<file path="src/fbr_map.svh">
// constants for the flash boot reprogramming controller
// assumes a single 50 MHz clock domain and byte-wide serial transfers
`ifndef FBR_MAP_SVH
`define FBR_MAP_SVH
// acknowledge codes returned for the checksum byte
`define FBR_ACK_OK      8'h40
`define FBR_ACK_BAD     8'h41
`define FBR_ACK_COMM    8'h48
// operation command that opens a routine load
`define FBR_CMD_LOAD    8'h30
// value an erased flash byte reads as, used as password
`define FBR_ERASED_BYTE 8'hFF
// number of password bytes sent by the host
`define FBR_PW_LEN      4'h8
`define FBR_PW_LAST     4'h7
`define FBR_PW_BITS     64
// first ram address the routine may occupy
`define FBR_RAM_START   32'h2000_0400
// last valid ram address
`define FBR_RAM_END     32'h2000_0FFF
`define FBR_ZERO8       8'h00
`define FBR_ZERO16      16'h0000
`define FBR_ONE16       16'h0001
`define FBR_ZERO32      32'h0000_0000
`define FBR_ZERO4       4'h0
`define FBR_ONE4        4'h1
`endif

</file>
<file path="src/fbr_pkg.sv">
// types shared by the flash boot reprogramming controller
// assumes fbr_map.svh supplies all numeric constants
package fbr_pkg;
  // receive byte from the serial channel
  typedef struct packed {
    logic       valid;
    logic       err;
    logic [7:0] data;
  } fbr_rx_t;
  // one byte written into on-chip ram
  typedef struct packed {
    logic        we;
    logic [31:0] addr;
    logic [7:0]  data;
  } fbr_ram_wr_t;
  // mode the flash array is put in
  typedef enum logic [1:0] {
    FBR_FM_NORMAL = 2'b00,
    FBR_FM_SERIAL = 2'b01,
    FBR_FM_USER   = 2'b10
  } fbr_flash_mode_t;
  // controller states
  typedef enum logic [3:0] {
    FBR_ST_STRAP = 4'b0000,
    FBR_ST_RUN   = 4'b0001,
    FBR_ST_CMD   = 4'b0010,
    FBR_ST_PW    = 4'b0011,
    FBR_ST_SUM   = 4'b0100,
    FBR_ST_ACK   = 4'b0101,
    FBR_ST_LEN0  = 4'b0110,
    FBR_ST_LEN1  = 4'b0111,
    FBR_ST_LOAD  = 4'b1000,
    FBR_ST_EXEC  = 4'b1001,
    FBR_ST_USER  = 4'b1010
  } fbr_state_t;
endpackage

</file>
<file path="src/fbr_boot_ctrl.sv">
// boot-time controller for flash reprogramming: strap decode, serial
// password check, routine copy to ram, hand-off and flash read gating
// assumes byte-level serial receive/transmit around it and a cpu that
// follows the exec pulse; software drives the user boot request level
`include "fbr_map.svh"

// Operation
// - boot pin at reset release enters serial boot
// - check password; erased flash uses 0xFF
// - copy routine to ram only after pass
// - jump to ram routine after copy
// - no boot pin means normal mode run
// - reset routine mode check enters user boot
// - flash reads blocked during erase/program
// - reset returns flash to normal mode
// - ack checksum with 0x40, 0x41, 0x48
module fbr_boot_ctrl (
  input  wire logic                    CLK,
  input  wire logic                    RST_B,
  input  wire logic                    BOOT_PIN,
  input  wire logic                    USER_BOOT_REQ,
  input  wire logic                    FLASH_ERASED,
  input  wire logic [`FBR_PW_BITS-1:0] STORED_PW,
  input  wire fbr_pkg::fbr_rx_t        RX,
  output      logic                    TX_VALID,
  output      logic [7:0]              TX_DATA,
  input  wire logic                    TX_READY,
  output      fbr_pkg::fbr_ram_wr_t    RAM_WR,
  output      logic                    EXEC_GO,
  output      logic [31:0]             EXEC_ADDR,
  output      fbr_pkg::fbr_flash_mode_t FLASH_MODE,
  input  wire logic                    FLASH_BUSY,
  input  wire logic [31:0]             FLASH_RDATA_IN,
  output      logic [31:0]             FLASH_RDATA
);
  import fbr_pkg::*;

  ////////////////////////////////////////////////////////////////////
  // state and working registers
  fbr_state_t      state;       // controller state
  fbr_state_t      next_state;  // state for next edge
  logic [3:0]      pw_idx;      // password byte index
  logic [7:0]      sum;         // running byte sum
  logic            comm_err;    // receive error seen
  logic            pw_err;      // password mismatch seen
  logic [15:0]     remain;      // routine bytes still to copy
  logic [31:0]     wr_addr;     // next ram address
  logic            load_ok;     // password check passed

  // byte of the expected password at a given index
  function automatic logic [7:0] fbr_pw_byte(input logic [`FBR_PW_BITS-1:0] pw,
                                             input logic [3:0] idx,
                                             input logic erased);
    logic [7:0] b;
    b = pw[idx[2:0]*8 +: 8];
    fbr_pw_byte = erased ? `FBR_ERASED_BYTE : b;
  endfunction

  // ram window check: start to last ram address
  function automatic logic wire_le(input logic [31:0] a);
    wire_le = (a >= `FBR_RAM_START) && (a <= `FBR_RAM_END);
  endfunction

  ////////////////////////////////////////////////////////////////////
  // decode wires
  wire        rx_ok      = RX.valid & ~RX.err;  // clean byte arrived
  wire [7:0]  exp_pw     = fbr_pw_byte(STORED_PW, pw_idx, FLASH_ERASED);
  wire        pw_match   = (RX.data == exp_pw); // compare to stored copy
  wire [7:0]  sum_total  = sum + RX.data;       // sum incl. checksum
  wire        sum_good   = (sum_total == `FBR_ZERO8);
  wire        tx_done    = TX_VALID & TX_READY; // ack accepted
  wire        last_pw    = (pw_idx == `FBR_PW_LAST);
  wire        pass_now   = ~comm_err & ~pw_err; // set when ack is ok
  wire        room_left  = (wire_le(wr_addr));  // inside ram window
  wire        load_write = (state == FBR_ST_LOAD) & rx_ok & room_left;
  wire        load_last  = load_write & (remain == `FBR_ONE16);

  ////////////////////////////////////////////////////////////////////
  // next state selection
  always_comb begin
    next_state = state;
    case (state)
      // first edge after release: decide boot path from the strap
      FBR_ST_STRAP: begin
        if (BOOT_PIN) begin
          next_state = FBR_ST_CMD;
        end else begin
          next_state = FBR_ST_RUN;
        end
      end
      // normal application; its mode check may raise user boot
      FBR_ST_RUN: begin
        if (USER_BOOT_REQ) begin
          next_state = FBR_ST_USER;
        end
      end
      // wait for the load command from the host
      FBR_ST_CMD: begin
        if (rx_ok && RX.data == `FBR_CMD_LOAD) begin
          next_state = FBR_ST_PW;
        end
      end
      // collect password bytes
      FBR_ST_PW: begin
        if (RX.valid && last_pw) begin
          next_state = FBR_ST_SUM;
        end
      end
      // checksum byte closes the password frame
      FBR_ST_SUM: begin
        if (RX.valid) begin
          next_state = FBR_ST_ACK;
        end
      end
      // hold ack until sent; a failure falls back to command wait
      FBR_ST_ACK: begin
        if (tx_done) begin
          next_state = load_ok ? FBR_ST_LEN0 : FBR_ST_CMD;
        end
      end
      // routine length, low byte first
      FBR_ST_LEN0: begin
        if (rx_ok) begin
          next_state = FBR_ST_LEN1;
        end
      end
      FBR_ST_LEN1: begin
        if (rx_ok) begin
          next_state = FBR_ST_LOAD;
        end
      end
      // copy routine bytes; leaving the ram window aborts the load
      FBR_ST_LOAD: begin
        if (remain == `FBR_ZERO16) begin
          next_state = FBR_ST_EXEC;
        end else if (load_last) begin
          next_state = FBR_ST_EXEC;
        end else if (rx_ok && !room_left) begin
          next_state = FBR_ST_CMD;
        end
      end
      // routine owns the cpu until the next reset
      FBR_ST_EXEC: next_state = FBR_ST_EXEC;
      FBR_ST_USER: next_state = FBR_ST_USER;
      default:     next_state = FBR_ST_STRAP;
    endcase
  end

  ////////////////////////////////////////////////////////////////////
  // state register; reset always lands in strap decode
  always_ff @(posedge CLK or negedge RST_B) begin
    if (!RST_B) begin
      state <= FBR_ST_STRAP;
    end else begin
      state <= next_state;
    end
  end

  ////////////////////////////////////////////////////////////////////
  // password frame bookkeeping
  always_ff @(posedge CLK or negedge RST_B) begin
    if (!RST_B) begin
      pw_idx   <= `FBR_ZERO4;
      sum      <= `FBR_ZERO8;
      comm_err <= 1'b0;
      pw_err   <= 1'b0;
      load_ok  <= 1'b0;
    end else if (state == FBR_ST_CMD) begin
      // clear for a fresh frame
      pw_idx   <= `FBR_ZERO4;
      sum      <= `FBR_ZERO8;
      comm_err <= 1'b0;
      pw_err   <= 1'b0;
      load_ok  <= 1'b0;
    end else if (state == FBR_ST_PW && RX.valid) begin
      pw_idx   <= pw_idx + `FBR_ONE4;
      sum      <= sum_total;
      comm_err <= comm_err | RX.err;
      pw_err   <= pw_err | ~pw_match;
    end else if (state == FBR_ST_SUM && RX.valid) begin
      // bad checksum is reported like a bad password
      comm_err <= comm_err | RX.err;
      pw_err   <= pw_err | ~sum_good;
      load_ok  <= pass_now & ~RX.err & sum_good;
    end
  end

  ////////////////////////////////////////////////////////////////////
  // acknowledge transmitter; comm error outranks check failures
  always_ff @(posedge CLK or negedge RST_B) begin
    if (!RST_B) begin
      TX_VALID <= 1'b0;
      TX_DATA  <= `FBR_ZERO8;
    end else if (state == FBR_ST_SUM && RX.valid) begin
      TX_VALID <= 1'b1;
      if (comm_err || RX.err) begin
        TX_DATA <= `FBR_ACK_COMM;
      end else if (pw_err || !sum_good) begin
        TX_DATA <= `FBR_ACK_BAD;
      end else begin
        TX_DATA <= `FBR_ACK_OK;
      end
    end else if (tx_done) begin
      TX_VALID <= 1'b0;
    end
  end

  ////////////////////////////////////////////////////////////////////
  // routine copy into ram
  always_ff @(posedge CLK or negedge RST_B) begin
    if (!RST_B) begin
      remain  <= `FBR_ZERO16;
      wr_addr <= `FBR_RAM_START;
      RAM_WR  <= '0;
    end else begin
      RAM_WR.we <= 1'b0;
      if (state == FBR_ST_LEN0 && rx_ok) begin
        remain[7:0] <= RX.data;
        wr_addr     <= `FBR_RAM_START;
      end else if (state == FBR_ST_LEN1 && rx_ok) begin
        remain[15:8] <= RX.data;
      end else if (load_write && load_ok) begin
        // only a passed frame ever reaches ram
        RAM_WR.we   <= 1'b1;
        RAM_WR.addr <= wr_addr;
        RAM_WR.data <= RX.data;
        wr_addr     <= wr_addr + 32'h0000_0001;
        remain      <= remain - `FBR_ONE16;
      end
    end
  end

  ////////////////////////////////////////////////////////////////////
  // hand-off pulse to the ram routine
  always_ff @(posedge CLK or negedge RST_B) begin
    if (!RST_B) begin
      EXEC_GO   <= 1'b0;
      EXEC_ADDR <= `FBR_ZERO32;
    end else begin
      EXEC_GO <= (state == FBR_ST_LOAD) && (next_state == FBR_ST_EXEC);
      if ((state == FBR_ST_LOAD) && (next_state == FBR_ST_EXEC)) begin
        EXEC_ADDR <= `FBR_RAM_START;
      end
    end
  end

  ////////////////////////////////////////////////////////////////////
  // flash mode and read gating; a busy array returns zero, not data
  wire fbr_flash_mode_t mode_sel =
    (next_state == FBR_ST_USER) ? FBR_FM_USER :
    ((next_state == FBR_ST_RUN) || (next_state == FBR_ST_STRAP)) ? FBR_FM_NORMAL : FBR_FM_SERIAL;

  always_ff @(posedge CLK or negedge RST_B) begin
    if (!RST_B) begin
      FLASH_MODE  <= FBR_FM_NORMAL;
      FLASH_RDATA <= `FBR_ZERO32;
    end else begin
      FLASH_MODE  <= mode_sel;
      FLASH_RDATA <= FLASH_BUSY ? `FBR_ZERO32 : FLASH_RDATA_IN;
    end
  end
endmodule

</file>
<file path="config.mk">
export PLATFORM = sky130hd
export DESIGN_NAME = fbr_boot_ctrl
export DESIGN_NICKNAME = d
export VERILOG_FILES = /design/src/fbr_pkg.sv /design/src/fbr_boot_ctrl.sv
export VERILOG_INCLUDE_DIRS = /design/src /design/src/src
export SDC_FILE = /design/constraint.sdc
export NUM_CORES = 1
export LEC_CHECK = 0
export BUFFER_PORTS_ARGS = -buffer_cell sky130_fd_sc_hd__buf_2
export CAP_MARGIN = 20
export CORE_MARGIN = 5
export CORE_UTILIZATION = 30
export DETAILED_ROUTE_END_ITERATION = 8
export PLACE_DENSITY_LB_ADDON = 0.2
export SYNTH_ARGS = -nofsm -noshare
export SYNTH_HDL_FRONTEND = slang
export SYNTH_SLANG_ARGS = --single-unit
</file>
<file path="constraint.sdc">
create_clock -name CLK -period 7.1 [get_ports CLK]
set_input_delay 2.13 -clock CLK [delete_from_list [all_inputs] [get_ports CLK]]
set_output_delay 2.13 -clock CLK [all_outputs]
set_load 0.01 [all_outputs]
</file>
* After elaboration in Yosys (flattened, before gate mapping)
Cells that the tools add are included.
Word-level totals: word-level logic and storage cells 135, input bits 113, output and inout bits 117, register bits 153
Cells by class: magnitude comparators 2, reductions and logical operators 29, shift operators 1, mux-type cells 44, add/sub/neg operators 4, eq/ne operators 19, bitwise operators 18
Operators with widths (number):
- 32-bit 2-to-1 mux | 4
- 41-bit 2-to-1 mux | 3
- 64-bit by 7-bit indexed part select with 8-bit output | 1
- 8-bit 2-to-1 mux | 7
- 4-bit 2-to-1 mux | 12
- 4-bit one-hot mux with 11 select lines | 1
- 32-bit by 1-bit adder with 32-bit output, second input constant | 1
- 32-bit by 30-bit >= comparator with 1-bit output, second input constant | 1
- 32-bit by 30-bit less-or-equal comparator with 1-bit output, second input constant | 1
- 4-bit by 3-bit equality test with 1-bit output, second input constant | 5
- 4-bit equality test, second input constant | 5
- 16-bit by 1-bit equality test with 1-bit output, second input constant | 1
- 16-bit logical NOT | 1
- 16-bit 2-to-1 mux | 1
- 16-bit by 1-bit subtractor with 16-bit output, second input constant | 1
- 1-bit 2-to-1 mux | 13
- 1-bit logical AND | 10
- 2-bit nonzero test | 5
- 8-bit adder | 1
- 1-bit AND | 8
- 4-bit by 1-bit equality test with 1-bit output, second input constant | 2
- 4-bit by 2-bit equality test with 1-bit output, second input constant | 2
- 8-bit by 6-bit equality test with 1-bit output, second input constant | 1
- 8-bit equality test | 1
- other kinds (13) | 29

* Logic depth before layout (Yosys ltp)
depth in word-level cells 12, gate-level depth with buffers 10, gate-level depth less buffers 8

* Worst setup path before layout
No wires, ideal clock.
path kind input-to-reg, start in RX[0] (netlist bit), end reg pw_err, data required time 6.974 ns, library setup time 0.126 ns, cell stages on the path 8, buffers on the path 0, slack 2.976 ns, arrival 3.998 ns, cell sequence ha_1 fa_1 a211oi_1 nor4b_1 nor4_1 and4_1 nand3_1 a221o_1
Between the ends: cells in the longest elaborated chain, start to end 7, elaborated cells between the ends (all ways) 10, classes of those cells add/sub: 1; eq/ne: 1; mux: 3; bitwise: 4; reduce/logical: 1
Ends and longest elaborated chain:
- from (decl) | line fbr_boot_ctrl.sv:24 | input wire fbr_pkg::fbr_rx_t RX,
- 8-bit adder | line fbr_boot_ctrl.sv:69 | wire [7:0] sum_total = sum + RX.data;
- 8-bit logical NOT (no source line)
- 1-bit NOT | line fbr_boot_ctrl.sv:183 | pw_err <= pw_err | ~sum_good;
- 1-bit OR | line fbr_boot_ctrl.sv:183
- 1-bit 2-to-1 mux | line fbr_boot_ctrl.sv:180 | end else if (state == FBR_ST_SUM && RX.valid) begin
- 1-bit 2-to-1 mux (*) | line fbr_boot_ctrl.sv:175 | end else if (state == FBR_ST_PW && RX.valid) begin
- 1-bit 2-to-1 mux (*) | line fbr_boot_ctrl.sv:168 | end else if (state == FBR_ST_CMD) begin
- to (signal assigned) | line fbr_boot_ctrl.sv:179 | pw_err <= pw_err | ~pw_match;
- to (signal assigned) | line fbr_boot_ctrl.sv:183
- to (decl) | line fbr_boot_ctrl.sv:45 | logic pw_err;
Mark *: on every way between the ends. The rest lies on a longest branch, timed or not. The select of a mux whose other input is x is not followed. A chain may end at the register's enable or synchronous reset.

* Worst setup path in the final report
start in RX[0] (netlist bit), end reg TX_DATA[0]
Between the ends: cells in the longest elaborated chain, start to end 6
Ends and longest elaborated chain:
- 8-bit adder | line fbr_boot_ctrl.sv:69
- 8-bit logical NOT (no source line)
- 1-bit logical NOT | line fbr_boot_ctrl.sv:198 | end else if (pw_err || !sum_good) begin
- 1-bit logical OR | line fbr_boot_ctrl.sv:198
- 1-bit 2-to-1 mux | line fbr_boot_ctrl.sv:198
- 8-bit 2-to-1 mux | line fbr_boot_ctrl.sv:196 | if (comm_err || RX.err) begin
- to (signal assigned) | line fbr_boot_ctrl.sv:197 | TX_DATA <= `FBR_ACK_COMM;
- to (signal assigned) | line fbr_boot_ctrl.sv:199 | TX_DATA <= `FBR_ACK_BAD;
- to (signal assigned) | line fbr_boot_ctrl.sv:201 | TX_DATA <= `FBR_ACK_OK;
- to (decl) | line fbr_boot_ctrl.sv:26 | output logic [7:0] TX_DATA,
Every way passes these cells.

==> results.md <==
- Hpwl dp: 12500 um
- R2R Path Start: wr_addr[29]$_DFFE_PN1P_
- Synth Cell Area: 7310 um^2
- Highest-count cells in the layout ignoring fill and taps: 193 x buf_2, 146 x dfrtp_1, 92 x nand2_1
- Met3 WL: 1160 um
- Hold_ws: 468 ps
- Slew margin rel.: 31.5%
- Clock Tree Root: clkbuf_16
- Crit-path max FO: 6
- Final Cell Area: 8980 um^2
- Final hold violation count: 0
- Clock Pin Slew Worst Setup and Hold Paths: 60 ps
- Leakage: 4.53 nW
- Measured slew at the worst slew-check pin: 1030 ps
- Final #Nets: 1008
- GP Congestion: 0.809
- FILL cells: 2435
- Initial antenna violation count: 0
- Post-CTS Resized: 0
- Crit end category: flop
- HP Start: RAM_WR[15]$_DFFE_PN0P_
- Final Non-Filler Cells: 1219
- CP arrival: 4450 ps
- HP Class: reg -> reg
- Hold EP: RAM_WR[15]$_DFFE_PN0P_
- Syn. warnings: 0
- Largest net degree at the start of global routing: 101
- Clk_skew: 11.8 ps
- Starting Density: 30.2%
- Critical Path, Cell by Cell: buf_2, ha_1, fa_1, a211oi_1, nor4b_1, nor4_1, and4_1, nand4b_1, a32o_1
- FF+latch count, synth: 148
- Share of flip-flops with an asynchronous set or reset: 100%
- DRT antenna net count: 0
- Gr usage total: 13.1%
- Prevailing post-synth register cell: dfrtp_1
- RSZ-0062 raised after global routing: false
- I/O Buffers: 194
- Max_cap viols: 0
- Post-synth EDFFs: 0
- Rows: 57
- Top routing layer in use: met4
- Vias in the first global route: 5635
- # IOs: 230
- Seq/Total Area, Yosys: 50.7%
- Status: finished clean
- Final Cycle Share: 58.3%
- # hold bufs at CTS: 0
- Core area: 24200 um^2
- Setup slack after layout: 2960 ps
- Final Setup Violations: 0
- Worst-case reg-to-reg path depth: 7
- CP delay by family, top: simple AND/OR/NAND/NOR gates
- Register cell area after layout: 3710 um^2
- Placed insts: 1187
- Via count: 5530
- Vias/cell: 4.54
- WP data required: 7410 ps
- Total wire length: 18200 um
- Worst VDD drop: 0.121 mV
- H-tree depth: 4
- FF-to-FF setup slack: 4090 ps
- DIE AREA: 27600 um^2
- CTS Buf Count: 17
- First-pass GRT wire length: 29500 um
- Gate Count Post-Synth: 697
- CP max-delay cell: fa_1
- Post-CTS setup buffers: 0
- Multi-input gate area: 3240 um^2
- Area delta synth->final: 22.9%
- Fraction of layout cells with a size suffix above 1: 29.5%
- Tmin final: 4140 ps
- DP Worst Slack: 2520 ps
- Clock Tree Buf Depth: 2
- GRT Residual Overflow: 0
- Worst path buffer plus inverter count: 1
- CTS tree: built
- Die Y-Extent: 166 um
- Ant diodes: 0
- DP Area: 8430 um^2
- Hold path cells: 2
- Crit-path max cell delay: 410 ps
- Clock sinks: 148
- DRT iter0 DRCs: 237
- Syn_area_per_cell: 10.5 um^2
- Drt drc: 0
- Met1 Wirelength: 8620 um
- Post-synth cell types: 71
- Wire per inst: 14.9 um
- Commonest non-fill, non-tap cell in the layout: buf_2
- Total iterations of the first detailed-routing run: 4
- Worst setup SP type: input port
- Setup TNS: 0 ps
- Crit path kind: in -> reg
- Clk_lat worst skew: 430 ps
- Fmax: 242 MHz
- Power Dens Cells: 255 nW/um^2
- Die Wd: 166 um
- RR Endpoint: remain[4]$_DFFE_PN0P_
- Wire length on met2: 8160 um
- Pins Over Slew Limit: 0
## worst register-to-register path: cells and delay by family, from the launching register on
| kind | cells | cell delay (ps) |
|---|---|---|
| buffers and inverters | 1 | 530 |
| AO/OA/AOI/OAI | 3 | 700 |
| AND/OR/NAND/NOR | 3 | 1160 |
| flip-flops | 1 | 520 |
## state kept, by name, indices dropped and copies added, names as in the netlist, 3 cells and up
signal	flops
wr_addr	32
pw_idx	4
RAM_WR	41
state	4
remain	16
FLASH_RDATA	32
sum	8
TX_DATA	3
## metrics by stage
| step | total power, W | utilization [%] |
|---|---|---|
| global placement | 0.00146 | 34.9 |
| CTS | 0.00233 | 37.2 |
| floorplan | 0.00133 | - |
| finish | 0.00229 | 37.2 |
| detailed placement | 0.00146 | 34.9 |
| global route | 0.00243 | 37.2 |
## metal layers
layer | GRT usage (%) | vias up
met5 | 0 | -
met4 | 4.77 | 0
met3 | 3.93 | 16
met2 | 20.2 | 159
met1 | 17.7 | 2638
li1 | - | 2717
## how the worst max path moves through the flow
| stage | from | to | slack [ps] | cells after the start |
|---|---|---|---|---|
| global route | RX[9] | remain[4]$_DFFE_PN0P_ | 2790 | 8 |
| finish | RX[0] | TX_DATA[0]$_DFFE_PN0P_ | 2960 | 9 |
| floorplan | RX[0] | pw_err$_DFFE_PN0P_ | 2980 | 8 |
| detailed placement | RX[0] | TX_DATA[0]$_DFFE_PN0P_ | 2520 | 9 |
| CTS | RX[0] | TX_DATA[0]$_DFFE_PN0P_ | 2980 | 9 |
| global placement | RX[0] | pw_err$_DFFE_PN0P_ | 2630 | 9 |
## Yosys cell counts, types with 4 or more instances
| cell | n | area share (%) |
|---|---|---|
| nand2_1 | 92 | 4.7 |
| and3_1 | 7 | 0.60 |
| mux4_2 | 13 | 4.0 |
| xnor2_1 | 10 | 1.2 |
| inv_1 | 17 | 0.87 |
| nor2b_1 | 36 | 3.1 |
| nor3_1 | 12 | 0.82 |
| o21a_1 | 5 | 0.51 |
| o21ai_0 | 25 | 1.7 |
| nand4_1 | 10 | 0.86 |
| a21oi_1 | 25 | 1.7 |
| o22ai_1 | 9 | 0.77 |
| a211oi_1 | 5 | 0.51 |
| nand3_1 | 20 | 1.4 |
| nand2b_1 | 8 | 0.68 |
| nor4_1 | 9 | 0.77 |
| buf_2 | 7 | 0.48 |
| o21bai_1 | 4 | 0.41 |
| and2_1 | 39 | 3.3 |
| or3_1 | 6 | 0.51 |
| clkbuf_1 | 17 | 0.87 |
| xor2_1 | 13 | 1.6 |
| buf_4 | 38 | 3.9 |
| ha_1 | 12 | 2.1 |
| dfrtp_1 | 146 | 50 |
| nor2_1 | 37 | 1.9 |
| nor4b_1 | 4 | 0.48 |
## where the power goes
part           internal (W)  total (W)  switching (W)  leakage (nW)
combinational      0.000221   0.000473       0.000252          2.31
clock              0.000465   0.000852       0.000388         0.259
sequential         0.000889   0.000967      0.0000784          1.97
## cells by family (layout without fill, tap and decap cells)
group	count (synthesis)	count (layout)	share of synthesized area, %
and+or+nand+nor	302	302	22.0
muxes	19	19	5.49
DFF	148	148	50.7
AOI/OAI and AO/OA	106	106	9.72
adders and majority gates	13	13	2.33
other	1	35	0.0513
xor gates and xnor gates	24	24	3.06
buffers and inverters	84	248	6.69
## cell type report
cell class / instances / share of cell area (%)
Sequential cell: 148 / 41.3
Multi-Input combinational cell: 499 / 36.1
Timing Repair Buffer: 198 / 11.2
Clock buffer: 18 / 4.89
Tap cell: 324 / 4.51
Clock inverter: 14 / 1.28
Inverter: 18 / 0.752
(Power assumes the default switching activity.)
